### src/logic/dbp_defs.svh
`ifndef DBP_DEFS_SVH
`define DBP_DEFS_SVH

// ==========================================================
// register indices (one word each, byte address = index)
`define DBP_ADDR_C_DATA 4'h0
`define DBP_ADDR_C_DIR 4'h1
`define DBP_ADDR_D_DATA 4'h2
`define DBP_ADDR_D_DIR 4'h3
`define DBP_ADDR_C_ANALOG 4'h4
`define DBP_ADDR_D_ANALOG 4'h5
`define DBP_ADDR_STATUS 4'h6

// ==========================================================
// reset values
`define DBP_DIR_RESET 8'hFF
`define DBP_ANALOG_RESET 8'h00
`define DBP_DATA_POR 8'h00

// ==========================================================
// field positions
`define DBP_LOW_PWR_MASK 8'h03
`define DBP_STAT_LOW_PWR_BIT 0
`define DBP_STAT_COLD_BIT 1

`endif

### src/logic/dbp_pkg.sv
`default_nettype none

// ==========================================================
// shared types
package dbp_pkg;
  typedef logic [7:0] dbp_byte_type;
  // where a pin takes its output from
  typedef enum logic [1:0] {
    DBP_SRC_LATCH,
    DBP_SRC_PERIPH,
    DBP_SRC_ANALOG
  } dbp_src_type;
endpackage

`default_nettype wire

### src/logic/dbp_pin_mux.sv
`default_nettype none

// ==========================================================
// per-port output steering: latch versus peripheral
module dbp_pin_mux #(
  parameter int WIDTH = 8
) (
  // port state
  input wire logic [WIDTH-1:0] latch_i,
  input wire logic [WIDTH-1:0] dir_i,
  // peripheral claims
  input wire logic [WIDTH-1:0] per_sel_i,
  input wire logic [WIDTH-1:0] per_out_i,
  input wire logic [WIDTH-1:0] per_oe_i,
  // resolved pin drive
  output logic [WIDTH-1:0] out_o,
  output logic [WIDTH-1:0] oe_o
);
  always_comb begin
    for (int i = 0; i < WIDTH; i++) begin
      if (per_sel_i[i]) begin
        out_o[i] = per_out_i[i];
        oe_o[i] = per_oe_i[i];
      end else begin
        out_o[i] = latch_i[i];
        oe_o[i] = ~dir_i[i];
      end
    end
  end
endmodule

`default_nettype wire

### src/logic/dbp_read_mux.sv
`default_nettype none
`include "dbp_defs.svh"

// ==========================================================
// read data selection for the register port
module dbp_read_mux (
  // register state
  input wire logic [3:0] addr_i,
  input wire logic [7:0] c_pins_i,
  input wire logic [7:0] d_pins_i,
  input wire logic [7:0] c_dir_i,
  input wire logic [7:0] d_dir_i,
  input wire logic [7:0] c_ana_i,
  input wire logic [7:0] d_ana_i,
  input wire logic [7:0] status_i,
  input wire logic lp_mode_i,
  // selected word
  output logic [7:0] data_o
);
  always_comb begin
    unique case (addr_i)
      `DBP_ADDR_C_DATA: data_o = c_pins_i & ~c_ana_i;
      `DBP_ADDR_D_DATA: data_o = d_pins_i & ~d_ana_i;
      `DBP_ADDR_C_DIR:
        data_o = lp_mode_i ? (c_dir_i | `DBP_LOW_PWR_MASK) : c_dir_i;
      `DBP_ADDR_D_DIR: data_o = d_dir_i;
      `DBP_ADDR_C_ANALOG: data_o = c_ana_i;
      `DBP_ADDR_D_ANALOG: data_o = d_ana_i;
      `DBP_ADDR_STATUS: data_o = status_i;
      default: data_o = 8'h00;
    endcase
  end
endmodule

`default_nettype wire

### src/logic/dbp_top.sv
`default_nettype none
`include "dbp_defs.svh"

// Behaviour
// - direction one makes pin tri-stated input
// - direction zero drives pin from latch
// - data read returns sampled pin levels
// - data write is read-modify-write into latch
// - direction still gates drivers on analog pins
// - analog pins read as zero
// - low power mode reads port C direction bits 1:0 one
// - power-on sets directions one, data undefined
// - warm reset keeps data, directions to one
// - port C bits 0,1 timer osc or capture
// - port C bit 2 pwm or capture
// - port C bits 3-5 serial port
// - port C bits 6,7 uart
// - port D bits 4:0 plain I/O only
// - port D bits 5-7 pwm steering
module dbp_top (
  // clock and resets
  input wire logic CLK_I,
  input wire logic RSTN_I,
  input wire logic WARM_RST_I,
  // register port
  input wire logic [3:0] ADDR_I,
  input wire logic [7:0] WDATA_I,
  input wire logic WR_I,
  input wire logic RD_I,
  output logic [7:0] RDATA_O,
  // oscillator mode
  input wire logic LOW_POWER_CRYSTAL_MODE_I,
  // port pins
  input wire logic [7:0] PC_PIN_I,
  output logic [7:0] PC_PIN_O,
  output logic [7:0] PC_PIN_OE_O,
  input wire logic [7:0] PD_PIN_I,
  output logic [7:0] PD_PIN_O,
  output logic [7:0] PD_PIN_OE_O,
  // secondary timer oscillator
  input wire logic SEC_TIMER_OSC_EN_I,
  input wire logic SEC_TIMER_OSC_OUT_I,
  output logic SEC_TIMER_CLOCK_IN_O,
  output logic SEC_TIMER_OSC_IN_O,
  // capture/compare units
  input wire logic FIRST_CAPTURE_COMPARE_SEL_I,
  input wire logic FIRST_CAPTURE_COMPARE_PIN_I,
  input wire logic FIRST_CAPTURE_COMPARE_OE_I,
  output logic FIRST_CAPTURE_COMPARE_PIN_O,
  input wire logic SECOND_CAPTURE_COMPARE_SEL_I,
  input wire logic SECOND_CAPTURE_COMPARE_PIN_I,
  input wire logic SECOND_CAPTURE_COMPARE_OE_I,
  output logic SECOND_CAPTURE_COMPARE_PIN_O,
  // pwm steering outputs b..d on port D
  input wire logic [2:0] PWM_STEER_SEL_I,
  input wire logic [2:0] PWM_STEER_OUT_I,
  // synchronous serial port
  input wire logic SSP_SEL_I,
  input wire logic SSP_CLK_I,
  input wire logic SSP_CLK_OE_I,
  input wire logic SSP_DATA_OE_I,
  input wire logic SYNC_PORT_DATA_OUT_I,
  output logic SSP_CLK_O,
  output logic SYNC_PORT_DATA_IN_O,
  // uart
  input wire logic UART_SEL_I,
  input wire logic UART_TX_I,
  input wire logic UART_TX_OE_I,
  input wire logic UART_SYNC_DATA_I,
  input wire logic UART_SYNC_DATA_OE_I,
  output logic UART_SYNC_CLOCK_O,
  output logic UART_SYNC_DATA_O
);

  // ==========================================================
  // register state
  dbp_pkg::dbp_byte_type c_lat_q;
  dbp_pkg::dbp_byte_type d_lat_q;
  dbp_pkg::dbp_byte_type c_dir_q;
  dbp_pkg::dbp_byte_type d_dir_q;
  dbp_pkg::dbp_byte_type c_ana_q;
  dbp_pkg::dbp_byte_type d_ana_q;
  logic cold_q;
  logic [7:0] rmux;
  logic [7:0] c_out;
  logic [7:0] c_oe;
  logic [7:0] d_out;
  logic [7:0] d_oe;
  logic [7:0] c_sel;
  logic [7:0] c_per_out;
  logic [7:0] c_per_oe;
  logic [7:0] d_sel;
  logic [7:0] d_per_out;
  logic [7:0] d_per_oe;
  logic [7:0] status;

  // read-modify-write: merge new bits over sampled pins
  function automatic logic [7:0] rmw(input logic [7:0] pins,
                                     input logic [7:0] nv,
                                     input logic [7:0] msk);
    rmw = (pins & ~msk) | (nv & msk);
  endfunction

  // ==========================================================
  // data latches
  // no async reset: power-on value undefined, warm reset keeps it
  // data kept
  // write through rmw, whole byte modified
  always_ff @(posedge CLK_I) begin
    if (WR_I && ADDR_I == `DBP_ADDR_C_DATA) begin
      c_lat_q <= rmw(PC_PIN_I, WDATA_I, 8'hFF);
    end
    if (WR_I && ADDR_I == `DBP_ADDR_D_DATA) begin
      d_lat_q <= rmw(PD_PIN_I, WDATA_I, 8'hFF);
    end
  end

  // ==========================================================
  // direction registers
  // directions to ones
  always_ff @(posedge CLK_I or negedge RSTN_I) begin
    if (!RSTN_I) begin
      c_dir_q <= `DBP_DIR_RESET;
      d_dir_q <= `DBP_DIR_RESET;
    end else if (WARM_RST_I) begin
      c_dir_q <= `DBP_DIR_RESET;
      d_dir_q <= `DBP_DIR_RESET;
    end else if (WR_I) begin
      if (ADDR_I == `DBP_ADDR_C_DIR) begin
        c_dir_q <= WDATA_I;
      end
      if (ADDR_I == `DBP_ADDR_D_DIR) begin
        d_dir_q <= WDATA_I;
      end
    end
  end

  // analog select, plus cold flag showing no data write since power-on
  always_ff @(posedge CLK_I or negedge RSTN_I) begin
    if (!RSTN_I) begin
      c_ana_q <= `DBP_ANALOG_RESET;
      d_ana_q <= `DBP_ANALOG_RESET;
      cold_q <= 1'b1;
    end else if (WR_I) begin
      if (ADDR_I == `DBP_ADDR_C_ANALOG) begin
        c_ana_q <= WDATA_I;
      end
      if (ADDR_I == `DBP_ADDR_D_ANALOG) begin
        d_ana_q <= WDATA_I;
      end
      if (ADDR_I == `DBP_ADDR_C_DATA || ADDR_I == `DBP_ADDR_D_DATA) begin
        cold_q <= 1'b0;
      end
    end
  end

  // ==========================================================
  // peripheral claims on port C
  always_comb begin
    c_sel = 8'h00;
    c_per_out = 8'h00;
    c_per_oe = 8'h00;
    if (SEC_TIMER_OSC_EN_I) begin
      c_sel[0] = 1'b1;
      c_per_out[0] = SEC_TIMER_OSC_OUT_I;
      c_per_oe[0] = 1'b1;
      c_sel[1] = 1'b1;
    end else if (SECOND_CAPTURE_COMPARE_SEL_I) begin
      c_sel[1] = 1'b1;
      c_per_out[1] = SECOND_CAPTURE_COMPARE_PIN_I;
      c_per_oe[1] = SECOND_CAPTURE_COMPARE_OE_I;
    end
    if (FIRST_CAPTURE_COMPARE_SEL_I) begin
      c_sel[2] = 1'b1;
      c_per_out[2] = FIRST_CAPTURE_COMPARE_PIN_I;
      c_per_oe[2] = FIRST_CAPTURE_COMPARE_OE_I;
    end
    if (SSP_SEL_I) begin
      c_sel[5:3] = 3'b111;
      c_per_out[3] = SSP_CLK_I;
      c_per_oe[3] = SSP_CLK_OE_I;
      c_per_oe[4] = SSP_DATA_OE_I;
      c_per_out[5] = SYNC_PORT_DATA_OUT_I;
      c_per_oe[5] = 1'b1;
    end
    if (UART_SEL_I) begin
      c_sel[7:6] = 2'b11;
      c_per_out[6] = UART_TX_I;
      c_per_oe[6] = UART_TX_OE_I;
      c_per_out[7] = UART_SYNC_DATA_I;
      c_per_oe[7] = UART_SYNC_DATA_OE_I;
    end
  end

  // port D: low bits stay plain I/O, steering on 7:5
  always_comb begin
    d_sel = {PWM_STEER_SEL_I, 5'h00};
    d_per_out = {PWM_STEER_OUT_I, 5'h00};
    d_per_oe = {3'b111, 5'h00};
  end

  // direction gates drivers regardless of analog use
  dbp_pin_mux #(.WIDTH(8)) u_mux_c (
    .latch_i(c_lat_q),
    .dir_i(c_dir_q),
    .per_sel_i(c_sel),
    .per_out_i(c_per_out),
    .per_oe_i(c_per_oe),
    .out_o(c_out),
    .oe_o(c_oe)
  );

  dbp_pin_mux #(.WIDTH(8)) u_mux_d (
    .latch_i(d_lat_q),
    .dir_i(d_dir_q),
    .per_sel_i(d_sel),
    .per_out_i(d_per_out),
    .per_oe_i(d_per_oe),
    .out_o(d_out),
    .oe_o(d_oe)
  );

  assign status = {6'h00, cold_q, LOW_POWER_CRYSTAL_MODE_I};

  dbp_read_mux u_rmux (
    .addr_i(ADDR_I),
    .c_pins_i(PC_PIN_I),
    .d_pins_i(PD_PIN_I),
    .c_dir_i(c_dir_q),
    .d_dir_i(d_dir_q),
    .c_ana_i(c_ana_q),
    .d_ana_i(d_ana_q),
    .status_i(status),
    .lp_mode_i(LOW_POWER_CRYSTAL_MODE_I),
    .data_o(rmux)
  );

  // ==========================================================
  // registered outputs, one cycle behind their sources
  // read data only in the cycle after the strobe
  always_ff @(posedge CLK_I or negedge RSTN_I) begin
    if (!RSTN_I) begin
      RDATA_O <= 8'h00;
    end else begin
      RDATA_O <= RD_I ? rmux : 8'h00;
    end
  end

  // pin drive; undriven latch after power-on is masked by oe
  always_ff @(posedge CLK_I or negedge RSTN_I) begin
    if (!RSTN_I) begin
      PC_PIN_O <= 8'h00;
      PC_PIN_OE_O <= 8'h00;
      PD_PIN_O <= 8'h00;
      PD_PIN_OE_O <= 8'h00;
    end else begin
      PC_PIN_O <= c_out & c_oe;
      PC_PIN_OE_O <= c_oe;
      PD_PIN_O <= d_out & d_oe;
      PD_PIN_OE_O <= d_oe;
    end
  end

  // pin levels handed to the peripherals
  always_ff @(posedge CLK_I or negedge RSTN_I) begin
    if (!RSTN_I) begin
      SEC_TIMER_CLOCK_IN_O <= 1'b0;
      SEC_TIMER_OSC_IN_O <= 1'b0;
      FIRST_CAPTURE_COMPARE_PIN_O <= 1'b0;
      SECOND_CAPTURE_COMPARE_PIN_O <= 1'b0;
      SSP_CLK_O <= 1'b0;
      SYNC_PORT_DATA_IN_O <= 1'b0;
      UART_SYNC_CLOCK_O <= 1'b0;
      UART_SYNC_DATA_O <= 1'b0;
    end else begin
      SEC_TIMER_CLOCK_IN_O <= PC_PIN_I[0];
      SEC_TIMER_OSC_IN_O <= PC_PIN_I[1];
      SECOND_CAPTURE_COMPARE_PIN_O <= PC_PIN_I[1];
      FIRST_CAPTURE_COMPARE_PIN_O <= PC_PIN_I[2];
      SSP_CLK_O <= PC_PIN_I[3];
      SYNC_PORT_DATA_IN_O <= PC_PIN_I[4];
      UART_SYNC_CLOCK_O <= PC_PIN_I[6];
      UART_SYNC_DATA_O <= PC_PIN_I[7];
    end
  end

  // ==========================================================
  // assertions and cover properties
  property p_dir_in_tristate;
    @(posedge CLK_I) disable iff (!RSTN_I)
    (c_dir_q[0] && !SEC_TIMER_OSC_EN_I) |=> !PC_PIN_OE_O[0];
  endproperty
  a_dir_in_tristate: assert property (p_dir_in_tristate)
    else $error("input pin driven");

  property p_dir_out_drive;
    @(posedge CLK_I) disable iff (!RSTN_I)
    (!d_dir_q[0]) |=> (PD_PIN_OE_O[0] && PD_PIN_O[0] == $past(d_lat_q[0]));
  endproperty
  a_dir_out_drive: assert property (p_dir_out_drive)
    else $error("output pin not driven from latch");

  property p_read_pins;
    @(posedge CLK_I) disable iff (!RSTN_I)
    (RD_I && ADDR_I == `DBP_ADDR_D_DATA && d_ana_q == 8'h00)
      |=> RDATA_O == $past(PD_PIN_I);
  endproperty
  a_read_pins: assert property (p_read_pins)
    else $error("data read not pin levels");

  property p_rmw_write;
    @(posedge CLK_I) disable iff (!RSTN_I)
    (WR_I && ADDR_I == `DBP_ADDR_C_DATA) |=> c_lat_q == $past(WDATA_I);
  endproperty
  a_rmw_write: assert property (p_rmw_write)
    else $error("latch not written");

  property p_analog_zero;
    @(posedge CLK_I) disable iff (!RSTN_I)
    (RD_I && ADDR_I == `DBP_ADDR_C_DATA)
      |=> (RDATA_O & $past(c_ana_q)) == 8'h00;
  endproperty
  a_analog_zero: assert property (p_analog_zero)
    else $error("analog pin read nonzero");

  property p_low_pwr_dir;
    @(posedge CLK_I) disable iff (!RSTN_I)
    (RD_I && ADDR_I == `DBP_ADDR_C_DIR && LOW_POWER_CRYSTAL_MODE_I)
      |=> RDATA_O[1:0] == 2'b11;
  endproperty
  a_low_pwr_dir: assert property (p_low_pwr_dir)
    else $error("low power direction read wrong");

  property p_warm_dir;
    @(posedge CLK_I) disable iff (!RSTN_I)
    WARM_RST_I |=> (c_dir_q == 8'hFF && d_dir_q == 8'hFF);
  endproperty
  a_warm_dir: assert property (p_warm_dir)
    else $error("warm reset left direction");

  property p_steer;
    @(posedge CLK_I) disable iff (!RSTN_I)
    PWM_STEER_SEL_I[0] |=> (PD_PIN_OE_O[5]
      && PD_PIN_O[5] == $past(PWM_STEER_OUT_I[0]));
  endproperty
  a_steer: assert property (p_steer)
    else $error("steering output not on pin");

  property p_plain_d;
    @(posedge CLK_I) disable iff (!RSTN_I)
    1'b1 |=> PD_PIN_OE_O[4:0] == ~$past(d_dir_q[4:0]);
  endproperty
  a_plain_d: assert property (p_plain_d)
    else $error("low port D bits claimed");

  property p_c_read;
    @(posedge CLK_I) disable iff (!RSTN_I)
    RD_I && ADDR_I == `DBP_ADDR_C_DATA;
  endproperty
  c_c_read: cover property (p_c_read);

  property p_uart_claim;
    @(posedge CLK_I) disable iff (!RSTN_I)
    UART_SEL_I ##1 PC_PIN_OE_O[6];
  endproperty
  c_uart_claim: cover property (p_uart_claim);

  property p_wr_then_rd;
    @(posedge CLK_I) disable iff (!RSTN_I)
    (WR_I && ADDR_I == `DBP_ADDR_D_DIR) ##1 RD_I;
  endproperty
  c_wr_then_rd: cover property (p_wr_then_rd);
endmodule

`default_nettype wire

### config.mk
export PLATFORM = sky130hd
export DESIGN_NAME = dbp_top
export DESIGN_NICKNAME = d
export VERILOG_FILES = /design/src/logic/dbp_pkg.sv /design/src/logic/dbp_pin_mux.sv /design/src/logic/dbp_read_mux.sv /design/src/logic/dbp_top.sv
export VERILOG_INCLUDE_DIRS = /design/src /design/src/logic
export SDC_FILE = /design/constraint.sdc
export NUM_CORES = 1
export LEC_CHECK = 0
export BUFFER_PORTS_ARGS = -buffer_cell sky130_fd_sc_hd__buf_2
export CAP_MARGIN = 20
export CORE_ASPECT_RATIO = 1.2
export CORE_UTILIZATION = 50
export CTS_BUF_LIST = sky130_fd_sc_hd__clkbuf_8
export CTS_CLUSTER_DIAMETER = 50
export DETAILED_ROUTE_END_ITERATION = 7
export PLACE_DENSITY = 0.77
export REMOVE_ABC_BUFFERS = 1
export SETUP_SLACK_MARGIN = 0.4
export SKIP_LAST_GASP = 1
export SLEW_MARGIN = 10
export SYNTH_ARGS = -nofsm -noshare
export SYNTH_HDL_FRONTEND = slang
export SYNTH_SLANG_ARGS = --single-unit
### constraint.sdc
create_clock -name CLK_I -period 1.6 [get_ports CLK_I]
set_input_delay 0.32 -clock CLK_I [delete_from_list [all_inputs] [get_ports CLK_I]]
set_output_delay 0.32 -clock CLK_I [all_outputs]
set_load 0.1 [all_outputs]
### Yosys cells after proc, flatten, opt, wreduce, memory -nomap -nowiden

Index checks and enable logic that the tools add are counted.

* memories: 0
* logic and storage cells: 108
* bits in registers: 96
* bits in latches: 0
* bits in read-only memories: 0
* output and inout port bits: 48
* RAM bits: 0

* reductions and logical operators: 12
* $add $sub $neg: 0
* shifts and indexed selects: 0
* muxes and demuxes: 49
* magnitude comparators: 0
* bitwise logic cells: 22
* equal/unequal tests: 6
* $mul: 0
* divide/modulo/power cells: 0

Operator list (number)
* two-way mux 8 bit: 7
* case mux 8 bit (7 select lines): 1
* two-way mux 1 bit: 35
* AND 8 bit: 4
* NOT 1 bit: 16
* NOT 8 bit: 2
* equality test 4 x 3 -> 1 bit, second input constant: 3
* AND reduction 2 bit: 5
* equality test 4 x 2 -> 1 bit, second input constant: 2
* two-way mux 2 bit: 4
* two-way mux 3 bit: 2
* nonzero test 2 bit: 3
* equality test 4 x 1 -> 1 bit, second input constant: 1
* zero test 4 bit: 1
* logical AND 1 bit: 2
* logical OR 1 bit: 1

### Logic depth before layout (Yosys ltp)

Gate-level depths: netlist of run 1.

* depth in word-level cells: 4
* gate-level depth with buffers: 7
* depth with buffers taken out: 4

### Hierarchy

From an unflattened synthesis of run 1, not the netlist that was laid out.

* cells, all modules: 315
* area total of the unflattened synthesis: 4155.2 um^2

Modules (own cells, without submodules)
* dbp_top: times used 1, sequential area each 2503.7 um^2, cells each 184, area an instance 3210.6 um^2
* dbp_read_mux: times used 1, sequential area each 0.0 um^2, cells each 83, area an instance 564.3 um^2
* dbp_pin_mux: times used 2, sequential area each 0.0 um^2, cells each 24, area an instance 190.2 um^2

### Least setup slack after synthesis of run 1

OpenSTA, ideal clock, no wires.

* path kind: in2reg
* start: input port ADDR_I[1]
* end: register c_lat_q[0] (enable)
* setup slack: -0.105 ns
* cell stages on the path: 3
* required time: 1.217 ns
* arrival time: 1.322 ns
* cell sequence: buf_2 buf_2 nor3_1

* longest elaborated chain between the ends: 2

RTL lines
* from (decl): line dbp_top.sv:26 `input wire logic [3:0] ADDR_I,`
* zero test 4 bit
* logical AND 1 bit (no source line)
* to (signal assigned): line dbp_top.sv:111 `c_lat_q <= rmw(PC_PIN_I, WDATA_I, 8'hFF);`
* to (decl): line dbp_top.sv:77 `dbp_pkg::dbp_byte_type c_lat_q;`

No other way between the ends.
A chain may end at the register's enable or synchronous reset.

### Final worst setup path of run 1

* start: register SECOND_CAPTURE_COMPARE_PIN_O
* end: output port SECOND_CAPTURE_COMPARE_PIN_O

RTL lines
* from (decl): line dbp_top.sv:53 `output logic SECOND_CAPTURE_COMPARE_PIN_O,`
* from (signal assigned): line dbp_top.sv:278 `SECOND_CAPTURE_COMPARE_PIN_O <= PC_PIN_I[1];`

No word-level cell between the ends.

==> metrics.cfg, run 1 <==
[floorplan]
initial_core_util_pct=51.5
die_x_um=83.1
core_area_um2=7660
dieArea_um2=8250
fp.dieH_um=99.3
pin_count=106
rows=35

[finish]
nets=499
finish.utilization_pct=71.0
synthToLayoutAreaGrowth_pct=37.8
nFillCells=522
insertedDiodeCount=0
drive_gt1_share_pct=41.7
multi_input_area_um2=1310
ff_latch_area_um2=2500

[yosys]
yosys.area.top_type_share_pct=40.0
synth-async-reset-ratio_pct=83.3
synth.largest_area_cell=dfrtp_1
synthTopCellsByArea=dfrtp_1, edfxtp_1, dfstp_2, nand2_1, mux2_4
synth-edff-count=16
ys_ff_latch=96
syn_area_per_cell_um2=12.6
synth_area_um2=3950
synth_cell_types=43
synth-seq-area-share_pct=63.5
yosys_warnings=0
synth_ff_type=dfrtp_1
synth_cells=313

[sta]
finalHoldViolCount=0
max_slew_margin_pct=70.3
max_freq_ghz=0.762
clock_skew_ns=0.0101
maxSlewViolCount=0
worstMarginPinSlew_ns=0.445
rsz0062_at_grt=true
worst_hold_slack_ns=0.0725
min_period_ns=1.31
setup_viol=0
period_share_pct=82.0

[global_routing]
grt_first_pass_wirelength_mm=15.0
grt_pass1_vias=2999
grt.overflow.total=0
grt_max_degree=34
antenna_found_initial=0
grt_usage_pct=24.0

[routing]
wl_mm=9.38
vias=2941
first_pass_iters=4
drtIter0Drc=171
detail-route-antenna-nets=0
vias_per_cell=5.47
drc_errors=0
wl_per_cell_um=17.4

[worst_setup_path]
cp.required_ns=1.28
crit_type=reg2out
endpoint_kind=output pin
critPathMaxFanout=2
critical_path_arrival_ns=0.99
critical_path_buf_inv_count=1
critPathMaxStageDelay_ns=0.45
path_delay_family=flip-flops
crit_slowest_cell=dfrtp_2
path_cells=buf_12
crit_path_start_kind=flip-flop

[clock_tree]
clkTransAtPathRegs_ns=0.09
ctsHtreeMaxLevel=3
clock_latency_ns=0.37
cts_buffers=9
cts_tree=done
cts_root_buf=clkbuf_8
clock_sinks=96
clk_path_buf_depth=2

[place]
place_congestion=0.915
portBuffers=105
hpwl_mm=6.39

[power]
ir_drop_uv=674
p_per_area_nw_per_um2=993
leakage_uw=0.00251

[status]
status=finished clean

[hold_path]
min_path_type=in2reg

[run]
cap_violations=0

## per-stage QoR
stage	TNS (ns)	setup WS (ns)	instance area, um2	total power, uW	std cells
6_report	0	0.287	5440	5400	538
5_1_grt	0	0.267	5440	5610	538
4_1_cts	0	0.283	5340	5390	537
3_5_place_dp	0	0.104	4690	3740	519
3_3_place_gp	0	0.138	4690	3710	519
2_1_floorplan	-0.397	-0.199	3840	3400	297
## cell families after synthesis
family,count (synthesis),synth area share [%]
AOI/OAI and AO/OA,58,10.2
and+or+nand+nor,109,15.4
buffers and inverters,25,3.46
muxes,25,7.49
DFF,96,63.5
## timing repair
action,in CTS,in global routing
hold buffers,1,0
gates cloned,0,0
pin swaps,0,4
setup endpoints to repair,49,50
gates resized for setup,134,21
buffers inserted,1,1
endpoints found under the hold margin,18,0
## metal layers
layer | vias to the layer above | track usage, % | part of all wire (%)
met5 | - | 0 | 0
met4 | 0 | 11.3 | 2.2
met3 | 16 | 3.65 | 5.0
met2 | 103 | 40.5 | 52
met1 | 1467 | 30.6 | 41
li1 | 1355 | - | -
## cell type report
class / count / share of cell area, %
clock inverter: 7 / 1.31
tap: 92 / 2.12
multi-input combinational: 192 / 24.2
clock buffer: 9 / 2.28
timing repair buffer: 133 / 23.4
sequential: 96 / 46.1
inverter: 9 / 0.621
## synth_stat cells, types with 2 or more instances
library cell / number
nor3b_1: 7
nand3b_1: 13
buf_4: 2
mux2i_1: 10
nor3_1: 2
inv_1: 9
nand2_1: 35
and3b_1: 3
dfstp_2: 17
o21a_1: 7
clkbuf_1: 6
a21oi_1: 12
buf_6: 4
o32ai_1: 2
mux2_4: 7
buf_2: 4
edfxtp_1: 16
a31oi_1: 4
o22ai_1: 7
nor2b_1: 13
dfrtp_1: 63
a22o_1: 4
nor2_1: 18
a211o_1: 8
mux2_2: 8
nand2b_1: 8
o21ai_0: 8
## cells in the final DEF, fill, tap and decap left out, drive strengths merged, types with 2 or more instances in the layout
| cell | count |
|---|---|
| a211o | 8 |
| a21oi | 12 |
| a22o | 4 |
| a31oi | 4 |
| and3b | 3 |
| buf | 132 |
| clkbuf | 9 |
| clkinv | 2 |
| clkinvlp | 2 |
| dfrtp | 63 |
| dfstp | 17 |
| edfxtp | 16 |
| inv | 11 |
| mux2 | 15 |
| mux2i | 10 |
| nand2 | 35 |
| nand2b | 8 |
| nand3b | 13 |
| nor2 | 19 |
| nor2b | 13 |
| nor3 | 2 |
| nor3b | 8 |
| o21a | 7 |
| o21ai | 8 |
| o22ai | 7 |
| o32ai | 2 |
## flip-flops by register name, indices dropped and copies added (netlist names), 8 cells and up
name	cells
PC_PIN_O	8
c_lat_q	8
PD_PIN_O	8
d_ana_q	8
PD_PIN_OE_O	8
d_dir_q	8
c_ana_q	8
PC_PIN_OE_O	8
c_dir_q	8
RDATA_O	8
d_lat_q	8
## report_power, final
group / internal, uW / switching [uW] / leakage (uW)
combinational: 415 / 648 / 0.00128
clock: 722 / 845 / 0.0000970
sequential: 2650 / 120 / 0.00113
## worst paths after layout
path,to,cells after the start,slack (ns),from
hold / removal,UART_SYNC_DATA_O$_DFF_PN0_,1,0.07,PC_PIN_I[7]
hold reg to reg,cold_q$_DFFE_PN1P_,2,0.47,cold_q$_DFFE_PN1P_
setup / recovery,SECOND_CAPTURE_COMPARE_PIN_O,1,0.29,SECOND_CAPTURE_COMPARE_PIN_O$_DFF_PN0_
setup reg to reg,RDATA_O[1]$_DFF_PN0_,4,0.41,d_dir_q[1]$_DFFE_PN1P_
max in group asynchronous,c_dir_q[0]$_DFFE_PN1P_,3,0.59,RSTN_I
min in group asynchronous,PC_PIN_O[7]$_DFF_PN0_,2,0.43,RSTN_I
Power figures use the tool's default switching activity.
==> inputs of run 2 (changes only) <==
==> constraint.sdc (replaced) <==
create_clock -name CLK_I -period 1.22 [get_ports CLK_I]
set_input_delay 0.244 -clock CLK_I [delete_from_list [all_inputs] [get_ports CLK_I]]
set_output_delay 0.244 -clock CLK_I [all_outputs]
set_load 0.1 [all_outputs]
==> metrics.cfg, run 2 (synthesis gave the netlist of run 1 again) <==
[status]
status=finished, violations left
violations=hold timing, setup timing

[global_routing]
grt.overflow.total=0  ; unchanged
antenna_found_initial=0  ; unchanged
grt_pass1_vias=3330  ; +11%
grt_first_pass_wirelength_mm=17.6  ; +17%
grt_usage_pct=28.7  ; +4.7 points
grt_max_degree=29  ; -15%

[sta]
setup_viol=5  ; +5
period_share_pct=102
max_slew_margin_pct=73.8  ; +3.5 points
max_freq_ghz=0.804
min_period_ns=1.24
setup_slack_ns=-0.0239  ; -0.311 ns
maxSlewViolCount=0  ; unchanged
finalHoldViolCount=14  ; +14
setup_tns_ns=-0.0969  ; -0.0969 ns
worstMarginPinSlew_ns=0.393  ; -0.0526 ns
worst_hold_slack_ns=-0.213  ; -0.286 ns
rsz0062_at_grt=true
clock_skew_ns=0.0158  ; +0.00571 ns

[clock_tree]
clk_path_buf_depth=2  ; unchanged
cts_buffers=9  ; unchanged
clock_latency_ns=0.37  ; about the same
ctsHtreeMaxLevel=3  ; unchanged
cts_tree=done
cts_root_buf=clkbuf_8
clkTransAtPathRegs_ns=0.10  ; about the same
clock_sinks=96  ; unchanged

[place]
dp.cells=533  ; +2.7%
hpwl_mm=7.29  ; +14%
preCtsSetupSlack_ns=-0.209  ; -0.313 ns
place_congestion=0.931  ; +1.7%
portBuffers=105  ; unchanged

[finish]
drive_gt1_share_pct=55.4  ; +14 points
nets=531  ; +6.4%
synthToLayoutAreaGrowth_pct=60.3
insertedDiodeCount=0  ; unchanged
finish.utilization_pct=82.5  ; +12 points
instances_no_fill=570  ; +5.9%
final_common_cell=dfrtp_1
final_cell_mix=dfrtp_1, buf_12, buf_2

[worst_setup_path]
critical_path_buf_inv_count=1  ; unchanged
critical_path_arrival_ns=1.00  ; about the same
critPathMaxFanout=2  ; unchanged
critPathMaxStageDelay_ns=0.45  ; about the same
path_cells=buf_12
path_delay_family=flip-flops
cp.required_ns=0.98  ; -0.30 ns
crit_path_start_kind=flip-flop
endpoint_kind=output pin
crit_type=reg2out
crit_slowest_cell=dfrtp_2

[routing]
vias_per_cell=5.70  ; +4.2%
drtIter0Drc=260  ; +52%
first_pass_iters=4  ; unchanged
drc_errors=0  ; unchanged
vias=3247  ; +10%
wl_per_cell_um=21.5  ; +24%
wl_mm=12.3  ; +31%
detail-route-antenna-nets=0  ; unchanged

[power]
leakage_uw=0.00289  ; +15%
pwr-share-clk_pct=29.4  ; +0.4 points
total_power_uw=7670  ; +42%
switching_share_pct=29.9  ; +0.058 points
power.switching_uw=2290  ; +42%
power_frac_seq_pct=48.0  ; -3.3 points
p_per_area_nw_per_um2=1210  ; +22%
p_comb_share_pct=22.6  ; +2.9 points
p_int_uw=5370  ; +42%
ir_drop_uv=1230  ; +82%

[floorplan]
core_area_um2=7660  ; unchanged
dieArea_um2=8250  ; unchanged
die_x_um=83.1  ; unchanged
fp.dieH_um=99.3  ; unchanged
initial_core_util_pct=51.5  ; unchanged
rows=35  ; unchanged
pin_count=106  ; unchanged

[hold_path]
min_path_type=in2async

[run]
cap_violations=0  ; unchanged

[run 2: cell types whose count changed in the layout (fill, tap and decap cells not counted), moves of 5 or more]
cell | previous run | this run
buf_8 | 38 | 6
nand2_2 | 0 | 14
nor2_1 | 18 | 12
buf_12 | 10 | 52
nor3b_1 | 7 | 2
buf_6 | 1 | 21
o21ai_0 | 8 | 2
o21ai_2 | 0 | 5
nand2_1 | 35 | 18
[run 2: final timing paths]
| check | startpoint | to | slack (ns) | cells past startpoint |
|---|---|---|---|---|
| max in group asynchronous | RSTN_I | PD_PIN_O[5]$_DFF_PN0_ | 0.90 | 2 |
| hold reg to reg | d_lat_q[7]$_DFFE_PP_ | PD_PIN_O[7]$_DFF_PN0_ | 0.47 | 1 |
| setup / recovery | SECOND_CAPTURE_COMPARE_PIN_O$_DFF_PN0_ | SEC_TIMER_OSC_IN_O | -0.02 | 1 |
| hold / removal | RSTN_I | RDATA_O[2]$_DFF_PN0_ | -0.21 | 1 |
| min in group CLK_I | PC_PIN_I[3] | SSP_CLK_O$_DFF_PN0_ | 0.01 | 1 |
| setup reg to reg | c_dir_q[6]$_DFFE_PN1P_ | RDATA_O[6]$_DFF_PN0_ | -0.02 | 4 |
[run 2: power groups by stage]
| stage | Combinational [uW] | Clock [uW] | Sequential [uW] |
|---|---|---|---|
| floorplan | 349 | 0 | 4110 |
| global route | 1790 | 2400 | 3700 |
| global placement | 1450 | 0 | 3690 |
| CTS | 1590 | 2240 | 3650 |
| detailed placement | 1500 | 0 | 3700 |
| finish | 1730 | 2260 | 3680 |
[run 2: cell type report]
class                   count  area [um2]
clock buffers               9         124
well taps                  92         115
inverters                   9        33.8
multi-input cells         192        1570
flip-flops and latches     96        2500
repair buffers            165        1890
fillers                   353        1340
clock inverters             7        88.8
[run 2: layer usage]
layer  share of wire [%]  vias to the layer above  wire, um  global-route usage, %
met3                 6.8                       50       839                   6.22
met5                   0                        -         0                      0
li1                    -                     1424         -                      -
met2                  52                      176      6370                   49.4
met4                 5.0                        0       617                   17.8
met1                  36                     1597      4460                   32.7
[run 2: through the flow]
step                      instance area, um2  hold WS (ns)
final                                   6320        -0.213
after global routing                    6320        -0.192
after floorplan                         3840       -0.0516
after global placement                  5520         0.191
after detailed placement                5520         0.193
after CTS                               6090        -0.197
[run 2: what timing repair did]
action,in CTS,in global routing
setup buffers,9,8
pin swaps,33,31
resized for setup,65,52
endpoints found under the hold margin,17,15
setup endpoints to repair,113,109
hold buffers,3,1
[run 2: worst reg2reg max path, cell delays in order (launching register included)]
cell and delay, ns:
dfstp_2 0.59, and3b_1 0.20, a31oi_1 0.05, o22ai_1 0.19, o21a_1 0.15
